### config.mk
export PLATFORM = sky130hd
export DESIGN_NAME = mbs_barrier_seq
export DESIGN_NICKNAME = d
export VERILOG_FILES = /design/src/mbs_pkg.sv /design/src/mbs_barrier_seq.sv /design/src/mbs_txn_counter.sv
export SDC_FILE = /design/constraint.sdc
export NUM_CORES = 1
export LEC_CHECK = 0
export BUFFER_PORTS_ARGS = -buffer_cell sky130_fd_sc_hd__buf_2
export CAP_MARGIN = 40
export CORE_MARGIN = 2
export CORE_UTILIZATION = 62
export CTS_BUF_LIST = sky130_fd_sc_hd__clkbuf_4 sky130_fd_sc_hd__clkbuf_8
export DETAILED_ROUTE_END_ITERATION = 6
export GPL_TIMING_DRIVEN = 0
export PLACE_DENSITY = 0.88
export SYNTH_ARGS = -nofsm -noshare
export SYNTH_HDL_FRONTEND = slang
export SYNTH_SLANG_ARGS = --single-unit
export TNS_END_PERCENT = 20
### constraint.sdc
create_clock -name clock -period 9.2 [get_ports clock]
set_clock_uncertainty 0.1 [all_clocks]
set_input_delay 1.84 -clock clock [delete_from_list [all_inputs] [get_ports clock]]
set_output_delay 1.84 -clock clock [all_outputs]
set_load 0.01 [all_outputs]
### src/mbs_pkg.sv
// Purpose: shared constants and carrier types of the memory barrier sequencer
// Assumes: one core clock, synchronous active-high reset
// Notes: all timeouts are in core clock cycles
package mbs_pkg;

  // uncommitted transaction counter
  localparam int UTC_WIDTH = 4;
  localparam logic [3:0] UTC_RESET = 4'h0;

  // io write buffer geometry
  localparam int IO_WRITE_BUFFER_ENTRIES = 4;
  localparam int IO_WRITE_BUFFER_ENTRY_BYTES = 64;

  // merge window idle timeout, in cycles
  localparam int MERGE_IDLE_CYCLES = 1024;

  // privileged register scoreboard
  localparam int SB_WIDTH = 5;
  localparam int SB_FILL_BIT = 4;
  localparam int SB_MEM_BIT = 0;
  localparam logic [4:0] SB_RESET = 5'h00;

  // sequencer states, one-hot
  typedef enum logic [6:0] {
    MBS_IDLE     = 7'h01,
    MBS_WAITIQ   = 7'h02,
    MBS_FLUSH    = 7'h04,
    MBS_SENDCMD  = 7'h08,
    MBS_WAITACK  = 7'h10,
    MBS_WAITZERO = 7'h20,
    MBS_WAITRESP = 7'h40
  } mbs_state_t;

  // configuration bits
  typedef struct packed {
    logic systemBarrierExport;
    logic xlateFillBarrierEnable;
  } mbs_cfg_t;

  // drain status of the memory queues
  typedef struct packed {
    logic iqEmpty;
    logic mafDstreamEmpty;
    logic mafPendingEmpty;
    logic storeQueueEmpty;
    logic loadQueueEmpty;
  } mbs_queues_t;

  // translation fill events, one-cycle pulses
  typedef struct packed {
    logic dataFillQueued;
    logic dataFillIssued;
    logic instrFillQueued;
    logic instrFillIssued;
    logic instrPteLoadDone;
  } mbs_fill_t;

endpackage

### src/mbs_barrier_seq.sv
// Purpose: sequences full barriers, write barriers and translation-fill barriers
// Assumes: requests are level inputs held until the matching done pulse
// Notes: the io write buffer occupancy and merge window live here
`timescale 1ns/1ps
module mbs_barrier_seq #(
  parameter int IO_WRITE_BUFFER_DEPTH = mbs_pkg::IO_WRITE_BUFFER_ENTRIES,
  parameter int MERGE_IDLE = mbs_pkg::MERGE_IDLE_CYCLES
) (
  // clock and reset
  input wire logic clock,
  input wire logic srst,
  // configuration
  input wire mbs_pkg::mbs_cfg_t cfg,
  // pipeline side
  input wire logic fullBarrierAtMap,
  input wire logic writeBarrierReady,
  input wire mbs_pkg::mbs_queues_t queues,
  input wire mbs_pkg::mbs_fill_t fill,
  output logic mapStall,
  output logic fullBarrierRelease,
  output logic writablePtrStall,
  output logic writeBarrierDone,
  output logic [mbs_pkg::SB_WIDTH-1:0] scoreboard,
  output logic fetchStall,
  output logic resumePrefetch,
  // miss file and io write path
  input wire logic missTxnIssue,
  input wire logic ioStoreAlloc,
  input wire logic ioLoadIssue,
  input wire logic sysPortReady,
  output logic mafIowbStall,
  output logic flushPending,
  output logic iowbFull,
  output logic iowbSend,
  output logic mergeOpen,
  // system port side
  input wire logic commitProbe,
  input wire logic commitSysData,
  input wire logic barrierDoneResponse,
  input wire logic markedProbeRespSent,
  input wire logic probeQueueEmpty,
  output logic barrierCmd,
  output logic markProbe,
  output logic [mbs_pkg::UTC_WIDTH-1:0] uncommittedTxnCount
);
  import mbs_pkg::*;

  initial begin
    if (IO_WRITE_BUFFER_DEPTH < 1 || IO_WRITE_BUFFER_DEPTH > 15) $error("mbs_barrier_seq: IO_WRITE_BUFFER_DEPTH out of range");
    if (MERGE_IDLE < 2 || MERGE_IDLE > 65535) $error("mbs_barrier_seq: MERGE_IDLE out of range");
  end

  localparam logic [3:0] IO_WRITE_BUFFER_LAST = 4'(IO_WRITE_BUFFER_DEPTH);
  localparam logic [15:0] IDLE_LAST = 16'(MERGE_IDLE - 1);

  typedef struct packed {
    mbs_state_t st;
    logic isWrite;
    logic isInject;
    logic exportMode;
    logic respSeen;
    logic pendingInject;
    logic [SB_WIDTH-1:0] sb;
    logic fetchStall;
    logic [3:0] iowbCount;
    logic mergeOpen;
    logic [15:0] mergeIdle;
  } mbs_seq_state_t;

  mbs_seq_state_t cur;
  mbs_seq_state_t next_cur;

  logic cntSat;
  logic cntOneToZero;
  logic [UTC_WIDTH-1:0] cnt;
  logic active;
  logic drained;
  logic done;
  logic sendNow;
  logic startFull;
  logic startWrite;
  logic startInject;
  logic closeMerge;
  logic fillIssued;
  logic [IO_WRITE_BUFFER_DEPTH-1:0] iowbValid;

  ////////////////////////////////////////////////////////////////////////////
  // shared decodes

  // only a plain full barrier lets younger work leave the map stage
  function automatic logic full_done(input logic d, input logic w, input logic inj);
    return d && !w && !inj;
  endfunction

  // already-zero counter marks at once, else wait for the one-to-zero step
  function automatic logic zero_reached(input logic step, input logic [UTC_WIDTH-1:0] c);
    return step || (c == '0);
  endfunction

  ////////////////////////////////////////////////////////////////////////////
  // io write buffer entry view

  // entry i holds data while the occupancy count is above it
  generate
    for (genvar i = 0; i < IO_WRITE_BUFFER_DEPTH; i++) begin : g_io_write_buffer
      assign iowbValid[i] = (cur.iowbCount > 4'(i));
    end
  endgenerate

  ////////////////////////////////////////////////////////////////////////////
  // uncommitted transaction counter

  // increments count only in the internal completion mode; commits count down in both modes
  mbs_txn_counter #(
    .WIDTH(UTC_WIDTH)
  ) u_txn_counter (
    .clock(clock),
    .srst(srst),
    .countEnable(!cfg.systemBarrierExport),
    .incr(missTxnIssue || iowbSend),
    .commitProbe(commitProbe),
    .commitSysData(commitSysData),
    .count(cnt),
    .saturated(cntSat),
    .oneToZero(cntOneToZero)
  );

  ////////////////////////////////////////////////////////////////////////////
  // combinational decisions

  always_comb begin
    active = (cur.st != MBS_IDLE);
    drained = queues.mafDstreamEmpty && queues.storeQueueEmpty && queues.loadQueueEmpty
              && (cur.iowbCount == 4'h0);
    // injected barriers take precedence, then full, then write barriers
    startInject = (cur.st == MBS_IDLE) && cur.pendingInject;
    startFull = (cur.st == MBS_IDLE) && !cur.pendingInject && fullBarrierAtMap;
    startWrite = (cur.st == MBS_IDLE) && !cur.pendingInject && !fullBarrierAtMap
                 && writeBarrierReady;
    done = (cur.st == MBS_WAITRESP) && (cur.respSeen || markedProbeRespSent)
           && (cur.isWrite || drained);
    fillIssued = fill.dataFillIssued || fill.instrFillIssued;
    // any barrier start or io load ends the merge window
    closeMerge = startFull || startWrite || startInject || ioLoadIssue;
    // writes and the saturated counter both hold the miss file and io buffer
    mafIowbStall = cntSat || (active && cur.isWrite);
    // a merging entry is not sent until its window closes
    sendNow = (cur.iowbCount != 4'h0) && !mafIowbStall && sysPortReady
              && !(cur.mergeOpen && cur.iowbCount == 4'h1);
  end

  assign iowbSend = sendNow;
  assign iowbFull = iowbValid[IO_WRITE_BUFFER_DEPTH-1];
  assign mapStall = fullBarrierAtMap && !full_done(done, cur.isWrite, cur.isInject);
  assign fullBarrierRelease = full_done(done, cur.isWrite, cur.isInject);
  assign writeBarrierDone = done && cur.isWrite;
  assign writablePtrStall = writeBarrierReady;
  assign flushPending = (cur.st == MBS_FLUSH);
  assign barrierCmd = (cur.st == MBS_SENDCMD);
  assign markProbe = ((cur.st == MBS_WAITACK) && barrierDoneResponse)
                     || ((cur.st == MBS_WAITZERO) && zero_reached(cntOneToZero, cnt));
  assign resumePrefetch = cur.fetchStall && probeQueueEmpty;
  assign scoreboard = cur.sb;
  assign fetchStall = cur.fetchStall;
  assign mergeOpen = cur.mergeOpen;
  assign uncommittedTxnCount = cnt;

  ////////////////////////////////////////////////////////////////////////////
  // next state

  always_comb begin
    next_cur = cur;
    case (cur.st)
      MBS_IDLE: begin
        next_cur.respSeen = 1'b0;
        next_cur.exportMode = cfg.systemBarrierExport;
        if (startInject) begin
          next_cur.isWrite = 1'b0;
          next_cur.isInject = 1'b1;
          next_cur.st = MBS_FLUSH;
        end else if (startFull) begin
          next_cur.isWrite = 1'b0;
          next_cur.isInject = 1'b0;
          next_cur.st = MBS_WAITIQ;
        end else if (startWrite) begin
          next_cur.isWrite = 1'b1;
          next_cur.isInject = 1'b0;
          next_cur.st = cfg.systemBarrierExport ? MBS_SENDCMD : MBS_WAITZERO;
        end
      end
      MBS_WAITIQ: begin
        if (queues.iqEmpty) begin
          next_cur.st = MBS_FLUSH;
        end
      end
      MBS_FLUSH: begin
        if (queues.mafPendingEmpty && (cur.iowbCount == 4'h0)) begin
          next_cur.st = cur.exportMode ? MBS_SENDCMD : MBS_WAITZERO;
        end
      end
      MBS_SENDCMD: begin
        next_cur.st = MBS_WAITACK;
      end
      MBS_WAITACK: begin
        // relies on the system answering every command it is sent
        if (barrierDoneResponse) begin
          next_cur.st = MBS_WAITRESP;
        end
      end
      MBS_WAITZERO: begin
        if (zero_reached(cntOneToZero, cnt)) begin
          next_cur.st = MBS_WAITRESP;
        end
      end
      MBS_WAITRESP: begin
        if (markedProbeRespSent) begin
          next_cur.respSeen = 1'b1;
        end
        if (done) begin
          next_cur.st = MBS_IDLE;
          if (cur.isInject) begin
            next_cur.pendingInject = 1'b0;
          end
        end
      end
      default: begin
        next_cur.st = MBS_IDLE;
      end
    endcase

    // scoreboard: clears first so a new queued fill in the same cycle wins
    if (fillIssued) begin
      next_cur.sb[SB_FILL_BIT] = 1'b0;
      if (cfg.xlateFillBarrierEnable) begin
        next_cur.pendingInject = 1'b1;
      end else begin
        next_cur.sb[SB_MEM_BIT] = 1'b0;
      end
    end
    if (done && cur.isInject) begin
      next_cur.sb[SB_MEM_BIT] = 1'b0;
    end
    if (fill.dataFillQueued || fill.instrFillQueued) begin
      next_cur.sb[SB_FILL_BIT] = 1'b1;
      next_cur.sb[SB_MEM_BIT] = 1'b1;
    end

    // instruction fill fetch stall; a new load done wins over the release
    if (cur.fetchStall && probeQueueEmpty) begin
      next_cur.fetchStall = 1'b0;
    end
    if (fill.instrPteLoadDone && cfg.xlateFillBarrierEnable) begin
      next_cur.fetchStall = 1'b1;
    end

    // io write buffer occupancy
    next_cur.iowbCount = cur.iowbCount
                         + {3'b000, ioStoreAlloc && !iowbFull}
                         - {3'b000, sendNow};

    // merge window: open on a store, close on idle timeout, barrier start or io load
    if (ioStoreAlloc && !iowbFull) begin
      next_cur.mergeOpen = 1'b1;
      next_cur.mergeIdle = 16'h0000;
    end else if (cur.mergeOpen) begin
      if (cur.mergeIdle == IDLE_LAST) begin
        next_cur.mergeOpen = 1'b0;
        next_cur.mergeIdle = 16'h0000;
      end else begin
        next_cur.mergeIdle = cur.mergeIdle + 16'h0001;
      end
    end
    if (closeMerge) begin
      next_cur.mergeOpen = 1'b0;
      next_cur.mergeIdle = 16'h0000;
    end
  end

  ////////////////////////////////////////////////////////////////////////////
  // state register

  always_ff @(posedge clock) begin
    if (srst) begin
      cur.st <= MBS_IDLE;
      cur.isWrite <= 1'b0;
      cur.isInject <= 1'b0;
      cur.exportMode <= 1'b0;
      cur.respSeen <= 1'b0;
      cur.pendingInject <= 1'b0;
      cur.sb <= SB_RESET;
      cur.fetchStall <= 1'b0;
      cur.iowbCount <= 4'h0;
      cur.mergeOpen <= 1'b0;
      cur.mergeIdle <= 16'h0000;
    end else begin
      cur <= next_cur;
    end
  end

endmodule

### src/mbs_txn_counter.sv
// Purpose: saturating counter of uncommitted system transactions
// Assumes: increments are stalled upstream while saturated
// Notes: two commit sources may arrive in the same cycle
`timescale 1ns/1ps
module mbs_txn_counter #(
  parameter int WIDTH = mbs_pkg::UTC_WIDTH
) (
  // clock and reset
  input wire logic clock,
  input wire logic srst,
  // control
  input wire logic countEnable,
  input wire logic incr,
  input wire logic commitProbe,
  input wire logic commitSysData,
  // status
  output logic [WIDTH-1:0] count,
  output logic saturated,
  output logic oneToZero
);
  import mbs_pkg::*;

  initial begin
    if (WIDTH < 2 || WIDTH > 8) $error("mbs_txn_counter: WIDTH out of range");
  end

  typedef struct packed {
    logic [WIDTH-1:0] count;
  } mbs_cnt_state_t;

  localparam logic [WIDTH+1:0] MAXV = {2'b00, {WIDTH{1'b1}}};

  mbs_cnt_state_t cur;
  mbs_cnt_state_t next_cur;
  logic [WIDTH+1:0] sum;
  logic [WIDTH+1:0] dec;

  always_comb begin
    next_cur = cur;
    sum = {2'b00, cur.count};
    if (countEnable && incr && (cur.count != MAXV[WIDTH-1:0])) begin
      sum = sum + {{(WIDTH+1){1'b0}}, 1'b1};
    end
    // commits are honoured at any nonzero count, also while saturated; a commit at zero leaves zero
    dec = {{(WIDTH+1){1'b0}}, commitProbe} + {{(WIDTH+1){1'b0}}, commitSysData};
    if (sum >= dec) begin
      sum = sum - dec;
    end else begin
      sum = '0;
    end
    if (sum > MAXV) begin
      sum = MAXV;
    end
    next_cur.count = sum[WIDTH-1:0];
  end

  always_ff @(posedge clock) begin
    if (srst) begin
      cur.count <= WIDTH'(UTC_RESET);
    end else begin
      cur <= next_cur;
    end
  end

  assign count = cur.count;
  assign saturated = (cur.count == MAXV[WIDTH-1:0]);
  assign oneToZero = (cur.count == {{(WIDTH-1){1'b0}}, 1'b1}) && (next_cur.count == '0);

endmodule
==> metrics.txt, run 1 <==
status completed; class of the worst hold path flop to flop; Cell Area, Synth approximately 2500 um2; initial DRC count 233; most common cell after layout, fill and taps aside buf_2; RSZ-0062 raised after global routing no; Die Width 68.1 um; largest net degree at the start of global routing 14; FF-to-FF Start cur[19]; global-route usage over all layers 0.261; startpoint type of the worst setup path primary input; VDD IR max between 150 and 200 uV; share of layout cells above drive strength 1 0.207; CTS Sinks 40; required time of the critical path just over 7000 ps; met1 GRT Util 0.341; first-pass GRT wire length 9100 um; DP Area 2830 um2; FFs w/ async S/R, synth 0; Setup violations, final 0; die height between 60 and 70 um; Static Leak 1.27 nW; CTS tree done; H-tree level count 2; Setup CP Type primary input to output pin; Antenna Cells 0; Clock Tree Root clkbuf_8; Post-synth EDFFs 0; PostCTS Resize Cnt 0; hold_sp scoreboard[4]; post-synthesis sequential area ratio 0.315; area occupied by registers roughly 800 um2; Slowest cell on crit path fa_1; DIE AREA 4630 um2; final hold violation count 0; setup TNS 0 ps; DRT Wirelength approximately 5700 um; routing usage on met3 0.0493; vias in the first global route 2,153; crit path cell chain buf_2 -> nand2b_1 -> a21oi_2 -> o221ai_1 -> xnor2_1 -> ha_1 -> inv_1 -> fa_1 -> a21oi_1 -> a21boi_1 -> a21boi_0 -> nor4_1 -> nor4_1 -> a22o_1 -> buf_2; post-DR wirelength/cell 13.9 um; multi-input logic area 1600 um2; most frequent cells in the layout 44 x buf_2, 40 x dfxtp_1, 36 x nor2_1; DP Wirelength around 4300 um; initial core utilization 0.641; Synth Flop Type dfxtp_1; core area about 4000 um2; Arr. time, crit path between 5000 and 6000 ps; clk buf depth 2; M2 GR Usage 0.432; Port Buf Inserts 43; Max Fclk ~0.14 GHz; CP Max Fanout 6; Net count, final between 400 and 500; setup bufs post-CTS 0; design area 2950 um2; first-pass iteration count of the detailed router 7; Area Overhead vs Synth 16.0%; period utilization 0.780; # fillers approximately 310; clk slew on worst S/H paths ~80 ps; Slew Limit Headroom 0.628; Cells after Synth between 300 and 400; Seq cells post-synth 40; routability-driven placement congestion ratio 0.863; cts-stage hold buffer count 0; post-synth cell types 62; Worst-Margin Slew 554 ps; initial antenna violation count 0; DRC Markers 0; CP Buf/Inv Count 3; minimum clock period 7180 ps; Worst setup EP type output pin; Clk Latency, worst-skew pair approximately 300 ps; Yosys warning count 0; Top Usage Layer GRT met2; CTS Buf Count 5; crit path launch cfg[1]; Routed Antenna Nets 0; I/O pin count 47; power per cell area between 200 and 300 nW/um2; Rows 23; syn avg cell area 8.21 um2; max-slew violations 0; Vias about 2,400; via density per instance about 5.7; CP peak stage delay about 480 ps; Max Cap Violations 0; CP top delay family compound AO/OA/AOI/OAI gates; GRT overflow 0
-- state kept, by name, summed over array words and instances, names as in the netlist --
signal and cells:
cur 32, fetchStall 1, mergeOpen 1, scoreboard 2
u_txn_counter.count 4
-- through the flow --
stage                     instances  hold slack, ps  setup WS (ps)  utilization  power (mW)
after floorplan                 312             337           2850            -       0.519
after global placement          405             344           2270        0.712       0.592
after detailed placement        405             351           2180        0.712       0.606
after CTS                       413             364           2110        0.743       0.763
after global routing            413             394           1850        0.743       0.819
final                           413             359           2020        0.743       0.764
-- kinds of logic (layout without fill, tap and decap cells) --
family                   after synthesis  in the layout  share of synthesized area
XOR/XNOR                              16             16                     0.0551
buffers and inverters                 32             83                     0.0595
flip-flops                            40             40                      0.315
multiplexers                           1              1                    0.00443
other                                  1              3                    0.00147
AO/OA/AOI/OAI                         67             67                      0.201
AND/OR/NAND/NOR                      139            139                      0.289
adder cells (fa/ha/maj)               14             14                     0.0748
-- synthesized netlist by cell type (2+ instances only) --
| cell type | number | area share |
|---|---|---|
| ha_1 | 12 | 0.059 |
| nand2_1 | 28 | 0.041 |
| clkbuf_1 | 2 | 0.0030 |
| nor3_1 | 10 | 0.020 |
| nor2_1 | 36 | 0.053 |
| a21oi_1 | 22 | 0.043 |
| inv_1 | 21 | 0.031 |
| a21o_1 | 3 | 0.0089 |
| a22o_1 | 2 | 0.0069 |
| o211ai_1 | 2 | 0.0059 |
| nand4_1 | 3 | 0.0074 |
| dfxtp_1 | 40 | 0.31 |
| nand3_1 | 13 | 0.026 |
| a31oi_1 | 3 | 0.0074 |
| a31o_4 | 2 | 0.014 |
| a221oi_1 | 3 | 0.010 |
| and2_1 | 3 | 0.0074 |
| nor4_1 | 5 | 0.012 |
| a211oi_1 | 3 | 0.0089 |
| buf_4 | 6 | 0.018 |
| xor2_1 | 11 | 0.038 |
| nand2b_1 | 11 | 0.027 |
| nor2b_1 | 4 | 0.0098 |
| a31oi_2 | 2 | 0.0098 |
| or4_1 | 2 | 0.0059 |
| fa_1 | 2 | 0.016 |
| o21ai_0 | 6 | 0.012 |
| nand3b_1 | 4 | 0.012 |
| and4_1 | 2 | 0.0069 |
| o21a_1 | 2 | 0.0059 |
| xnor2_1 | 5 | 0.017 |
| and3_1 | 7 | 0.017 |
| or3_1 | 4 | 0.0098 |
-- per-layer routing --
layer / share of wire / wire length [um]
met1: 0.45 / 2600
met5: 0 / 0
met2: 0.46 / 2610
met3: 0.077 / 443
met4: 0.013 / 72
-- worst paths after layout --
kind,slack (ps),endpoint,cells past startpoint
max,2020,markProbe,15
max reg2reg,5270,cur[38],15
min,360,scoreboard[4],2
min reg2reg,360,scoreboard[4],2
-- final cells by class --
type,count,area share
Clock buffer,6,0.0280
Sequential cell,40,0.271
Clock inverter,2,0.0131
Inverter,21,0.0267
Timing Repair Buffer,43,0.0729
Multi-Input combinational cell,240,0.542
Buffer,11,0.0246
Tap cell,50,0.0212
-- tightest hold or removal path, stage by stage (launching register included) --
cell	delay (ps)
dfxtp_1	320
nand2_1	50
a21oi_1	50
-- power breakdown --
| part | leakage, nW | internal (mW) | switching, mW |
|---|---|---|---|
| Clock | 0.0614 | 0.0887 | 0.0657 |
| Combinational | 0.880 | 0.159 | 0.218 |
| Sequential | 0.327 | 0.200 | 0.0319 |
| Total | 1.27 | 0.448 | 0.316 |
No activity file was read; power rests on OpenSTA's default activity.
==> run 2: changes to the inputs <==
Settings changed: CORE_UTILIZATION 62 to 58, PLACE_DENSITY 0.88 to 0.83.
Clock period 9.2 ns to 6.8 ns, I/O delays scaled along.
==> metrics.txt, run 2 (synthesis results as in run 1) <==
power per cell area 350 nW/um2 (+35%); clk slew on worst S/H paths 80 ps (about the same); max-slew violations 0 (unchanged); Hold WS 361 ps (+1.56 ps); startpoint type of the worst setup path primary input; Antenna Cells 0 (unchanged); switching pwr 0.426 mW (+35%); via density per instance 5.80 (+1.2%); first-pass GRT wire length 9860 um (+8.3%); initial core utilization 0.592 (-0.0482); CP top delay family compound AO/OA/AOI/OAI gates; Die Width 70.2 um (+3.2%); max reg flops 32 (unchanged); Setup CP Type primary input to output pin; share of layout cells above drive strength 1 0.207 (unchanged); H-tree level count 2 (unchanged); Max Fclk between 0.15 and 0.2 GHz; global-route usage over all layers 0.245 (-0.0158); crit path launch cfg[1]; VDD IR max 180 uV (+3.0%); Static Leak 1.27 nW (unchanged); Net count, final 401 (unchanged); CTS Sinks 40 (unchanged); die height 70.2 um (+3.2%); setup bufs post-CTS 0 (unchanged); Reg with most FFs cur; class of the worst hold path flop to flop; Hold Path Depth 2 (unchanged); FF-to-FF Start cur[19]; DP Wirelength 4250 um (-0.29%); most frequent cells in the layout 44 x buf_2, 40 x dfxtp_1, 36 x nor2_1; final hold violation count 0 (unchanged); I/O pin count 47 (unchanged); CTS Buf Count 5 (unchanged); largest net degree at the start of global routing 14 (unchanged); Worst-Margin Slew 550 ps (-4.07 ps); Clk Latency, worst-skew pair 290 ps (about the same); most common cell after layout, fill and taps aside buf_2; Vias 2,406 (+1.7%); first-pass iteration count of the detailed router 5 (-2); CP Buf/Inv Count 2 (-1); minimum clock period between 6000 and 7000 ps; Area Overhead vs Synth 16.1% (about the same); CP peak stage delay 520 ps (+40 ps); routability-driven placement congestion ratio 0.941 (+9.1%); Slowest cell on crit path fa_1; R2R Setup Slk 2950 ps (-2320 ps); status completed; PostCTS Resize Cnt 0 (unchanged); initial antenna violation count 0 (unchanged); cts-stage hold buffer count 0 (unchanged); clk buf depth 2 (unchanged); DRC Markers 0 (unchanged); GRT overflow 0 (unchanged); clock power share 0.201 (about the same); total chip power 1.03 mW (+35%); Slew Limit Headroom 0.634 (+0.00555); Max Cap Violations 0 (unchanged); Pint 0.607 mW (+35%); Setup violations, final 0 (unchanged); Arr. time, crit path 4590 ps (-650 ps); Routed Antenna Nets 0 (unchanged); Logic pwr share 0.494 (about the same); Reg power frac 0.306 (+0.002); CP most frequent cell buf_2; Rows 24 (+4.3%); DIE AREA 4930 um2 (+6.5%); Sw Ratio 0.412 (-0.00112); setup TNS 0 ps (unchanged); CP Max Fanout 6 (unchanged); vias in the first global route 2,330 (+8.2%); RSZ-0062 raised after global routing no; Worst setup EP type output pin; reg2reg path depth 13 (-2); DRT Wirelength 5700 um (-0.44%); required time of the critical path 5340 ps (-1920 ps); core area 4290 um2 (+8.1%); reg-to-reg endpoint cur[38]; Port Buf Inserts 43 (unchanged); hold_sp scoreboard[4]; initial DRC count 177 (-24%); Clock Tree Root clkbuf_8; period utilization 0.890; Worst Hold End scoreboard[4]; crit path cell chain buf_2 -> nand2b_1 -> a21oi_2 -> o221ai_1 -> mux2_2 -> fa_1 -> a21oi_1 -> a21boi_1 -> o2bb2ai_1 -> a31oi_1 -> nor4_1 -> a22o_1 -> buf_2; post-DR wirelength/cell 13.7 um (-0.92%); CTS tree done
[run 2: cell counts in the layout (fill, tap and decap cells not counted)]
No cell type changed its count.
[run 2: worst max-delay path by stage]
stage / end / depth (start not counted) / slack, ps
2_1_floorplan: markProbe / 11 / 1410
3_5_place_dp: markProbe / 13 / 810
3_3_place_gp: markProbe / 13 / 850
6_report: markProbe / 13 / 750
4_1_cts: markProbe / 13 / 760
5_1_grt: markProbe / 15 / 330
[run 2: layout make-up]
class                      instances  area (um2)
inverter                          21        78.8
clock inverter                     2        38.8
clock buffer                       6        82.6
fill                             325        1340
tap                               52        65.1
multi-input combinational        240        1600
timing repair buffer              43         215
buffer                            11        72.6
sequential                        40         801
[run 2: tightest hold or removal path, stage by stage (launching register included)]
cell	delay, ps
dfxtp_1	320
nand2_1	50
a21oi_1	50
[run 2: routing by layer]
metal	GRT usage	share of wire
met3	0.0519	0.057
met2	0.440	0.49
met5	0	0
met4	0.0962	0.026
met1	0.281	0.42
[run 2: power by group through the flow]
stage | combinational, mW | clock [mW] | sequential [mW]
after floorplan | 0.389 | 0 | 0.313
after global placement | 0.489 | 0 | 0.318
after detailed placement | 0.500 | 0 | 0.320
after CTS | 0.510 | 0.212 | 0.315
after global routing | 0.571 | 0.219 | 0.322
final | 0.510 | 0.207 | 0.315
[run 2: stage by stage]
stage               utilization  cell area, um2  setup WS (ps)  instances
floorplan                     -            2550           1410        312
global placement          0.659            2830            846        407
detailed placement        0.659            2830            805        407
CTS                       0.688            2950            762        415
global route              0.688            2950            333        415
finish                    0.688            2950            745        415
==> run 3: changes to the inputs <==
Settings changed: CORE_ASPECT_RATIO from default to 0.5.
==> metrics.txt, run 3 (synthesis results as in run 1) <==
class of the worst hold path flop to flop; Area Overhead vs Synth 16.2% (about the same); Slew Limit Headroom 0.614 (-0.0198); DP Wirelength 4380 um (+3.1%); Worst setup EP type output pin; die height 50.8 um (-28%); cts-stage hold buffer count 0 (unchanged); Setup violations, final 0 (unchanged); initial DRC count 112 (-37%); setup bufs post-CTS 0 (unchanged); PostCTS Resize Cnt 0 (unchanged); CP peak stage delay 460 ps (-60 ps); clk slew on worst S/H paths 80 ps (about the same); Max Used Layer met4; Clock Tree Root clkbuf_8; crit path launch cfg[1]; worst slack, placed 754 ps (-51.8 ps); vias in the first global route 2,262 (-2.9%); final worst setup slack 712 ps (-32.9 ps); I/O pin count 47 (unchanged); Port Buf Inserts 43 (unchanged); Slowest cell on crit path fa_1; reg-to-reg endpoint cur[38]; clk buf depth 2 (unchanged); first-pass GRT wire length 9880 um (+0.20%); initial antenna violation count 0 (unchanged); CP top delay family compound AO/OA/AOI/OAI gates; Net count, final 401 (unchanged); max reg flops 32 (unchanged); total chip power 1.03 mW (about the same); Static Leak 1.27 nW (unchanged); routability-driven placement congestion ratio 0.916 (-2.7%); RSZ-0062 raised after global routing no; most common cell after layout, fill and taps aside buf_2; share of layout cells above drive strength 1 0.207 (unchanged); critical path depth in cells 15 (+2); period utilization 0.895 (+0.00484); final hold violation count 0 (unchanged); most frequent cells in the layout 44 x buf_2, 40 x dfxtp_1, 36 x nor2_1; CTS Buf Count 5 (unchanged); CTS Sinks 40 (unchanged); crit path to markProbe; first-pass iteration count of the detailed router 4 (-1); Routed Antenna Nets 0 (unchanged); # fillers 339 (+4.3%); CTS tree done; Rows 16 (-33%); Worst-Margin Slew 574 ps (+24.4 ps); minimum clock period 6090 ps (+32.9 ps); global-route usage over all layers 0.247 (+0.00150); Met3 Routed Length 278 um (-15%); post-DR wirelength/cell 14.0 um (+1.6%); Max Fclk 0.164 GHz (-0.54%); Clk Latency, worst-skew pair 300 ps (about the same); CP Buf/Inv Count 3 (+1); Die Width 97.7 um (+39%); crit path cell chain buf_2 -> nand2b_1 -> a21oi_2 -> o221ai_1 -> xnor2_1 -> ha_1 -> inv_1 -> fa_1 -> a21oi_1 -> a21boi_1 -> a21boi_0 -> nor4_1 -> nor4_1 -> a22o_1 -> buf_2; GRT overflow 0 (unchanged); setup TNS 0 ps (unchanged); via density per instance 5.62 (-3.1%); largest net degree at the start of global routing 14 (unchanged); M1 wire length 2600 um (+8.2%); Vias 2,343 (-2.6%); met2 wire length 2880 um (+1.9%); Setup CP Type primary input to output pin; VDD IR max 234 uV (+31%); DIE AREA 4960 um2 (+0.65%); power per cell area 349 nW/um2 (-0.15%); startpoint type of the worst setup path primary input; status completed; DRT Wirelength 5820 um (+2.1%); R2R Setup Slk 2900 ps (-50 ps); CP Max Fanout 6 (unchanged); max-slew violations 0 (unchanged); reg2reg path depth 15 (+2); Antenna Cells 0 (unchanged); FF-to-FF Start cur[19]; initial core utilization 0.629 (+0.0367); DRC Markers 0 (unchanged); H-tree level count 2 (unchanged); Reg with most FFs cur; required time of the critical path 5340 ps (about the same); Arr. time, crit path 4630 ps (+40 ps); Max Cap Violations 0 (unchanged); core area 4040 um2 (-5.8%)
## run 3: cell counts in the layout (fill, tap and decap cells not counted)
No cell type changed its count.
## run 3: power by group
part | total [mW] | switching (mW) | internal (mW)
sequential | 0.315 | 0.0440 | 0.271
combinational | 0.506 | 0.291 | 0.215
clock | 0.211 | 0.0912 | 0.120
## run 3: stage by stage
step | hold slack (ps) | cell area (um2) | utilization | instances
2_1_floorplan | 337 | 2550 | - | 312
3_3_place_gp | 346 | 2830 | 0.701 | 409
3_5_place_dp | 347 | 2830 | 0.701 | 409
4_1_cts | 360 | 2960 | 0.731 | 417
5_1_grt | 402 | 2960 | 0.731 | 417
6_report | 358 | 2960 | 0.731 | 417
## run 3: tightest hold or removal path: stages (launching register included)
cell and delay, ps:
dfxtp_1 310, nand2_1 50, a21oi_1 50
## run 3: layout make-up
type | instances | area (um2) | area share
tap | 54 | 67.6 | 0.0229
clock buffer | 6 | 82.6 | 0.0279
clock inverter | 2 | 38.8 | 0.0131
buffer | 11 | 72.6 | 0.0246
sequential | 40 | 801 | 0.271
inverter | 21 | 78.8 | 0.0267
timing repair buffer | 43 | 215 | 0.0728
multi-input combinational | 240 | 1600 | 0.541
## run 3: metal layers
| layer | vias up | track usage |
|---|---|---|
| met5 | - | 0 |
| met4 | 0 | 0.0694 |
| met3 | 7 | 0.0465 |
| met2 | 56 | 0.460 |
| met1 | 1085 | 0.298 |
| li1 | 1195 | - |
## run 3: worst min-delay path by stage
stage / startpoint / to / slack, ps / cells after the start
2_1_floorplan: scoreboard[4] / scoreboard[4] / 340 / 2
3_3_place_gp: scoreboard[4] / scoreboard[4] / 350 / 2
3_5_place_dp: scoreboard[4] / scoreboard[4] / 350 / 2
4_1_cts: scoreboard[4] / scoreboard[4] / 360 / 2
5_1_grt: scoreboard[4] / scoreboard[4] / 400 / 2
6_report: scoreboard[4] / scoreboard[4] / 360 / 2
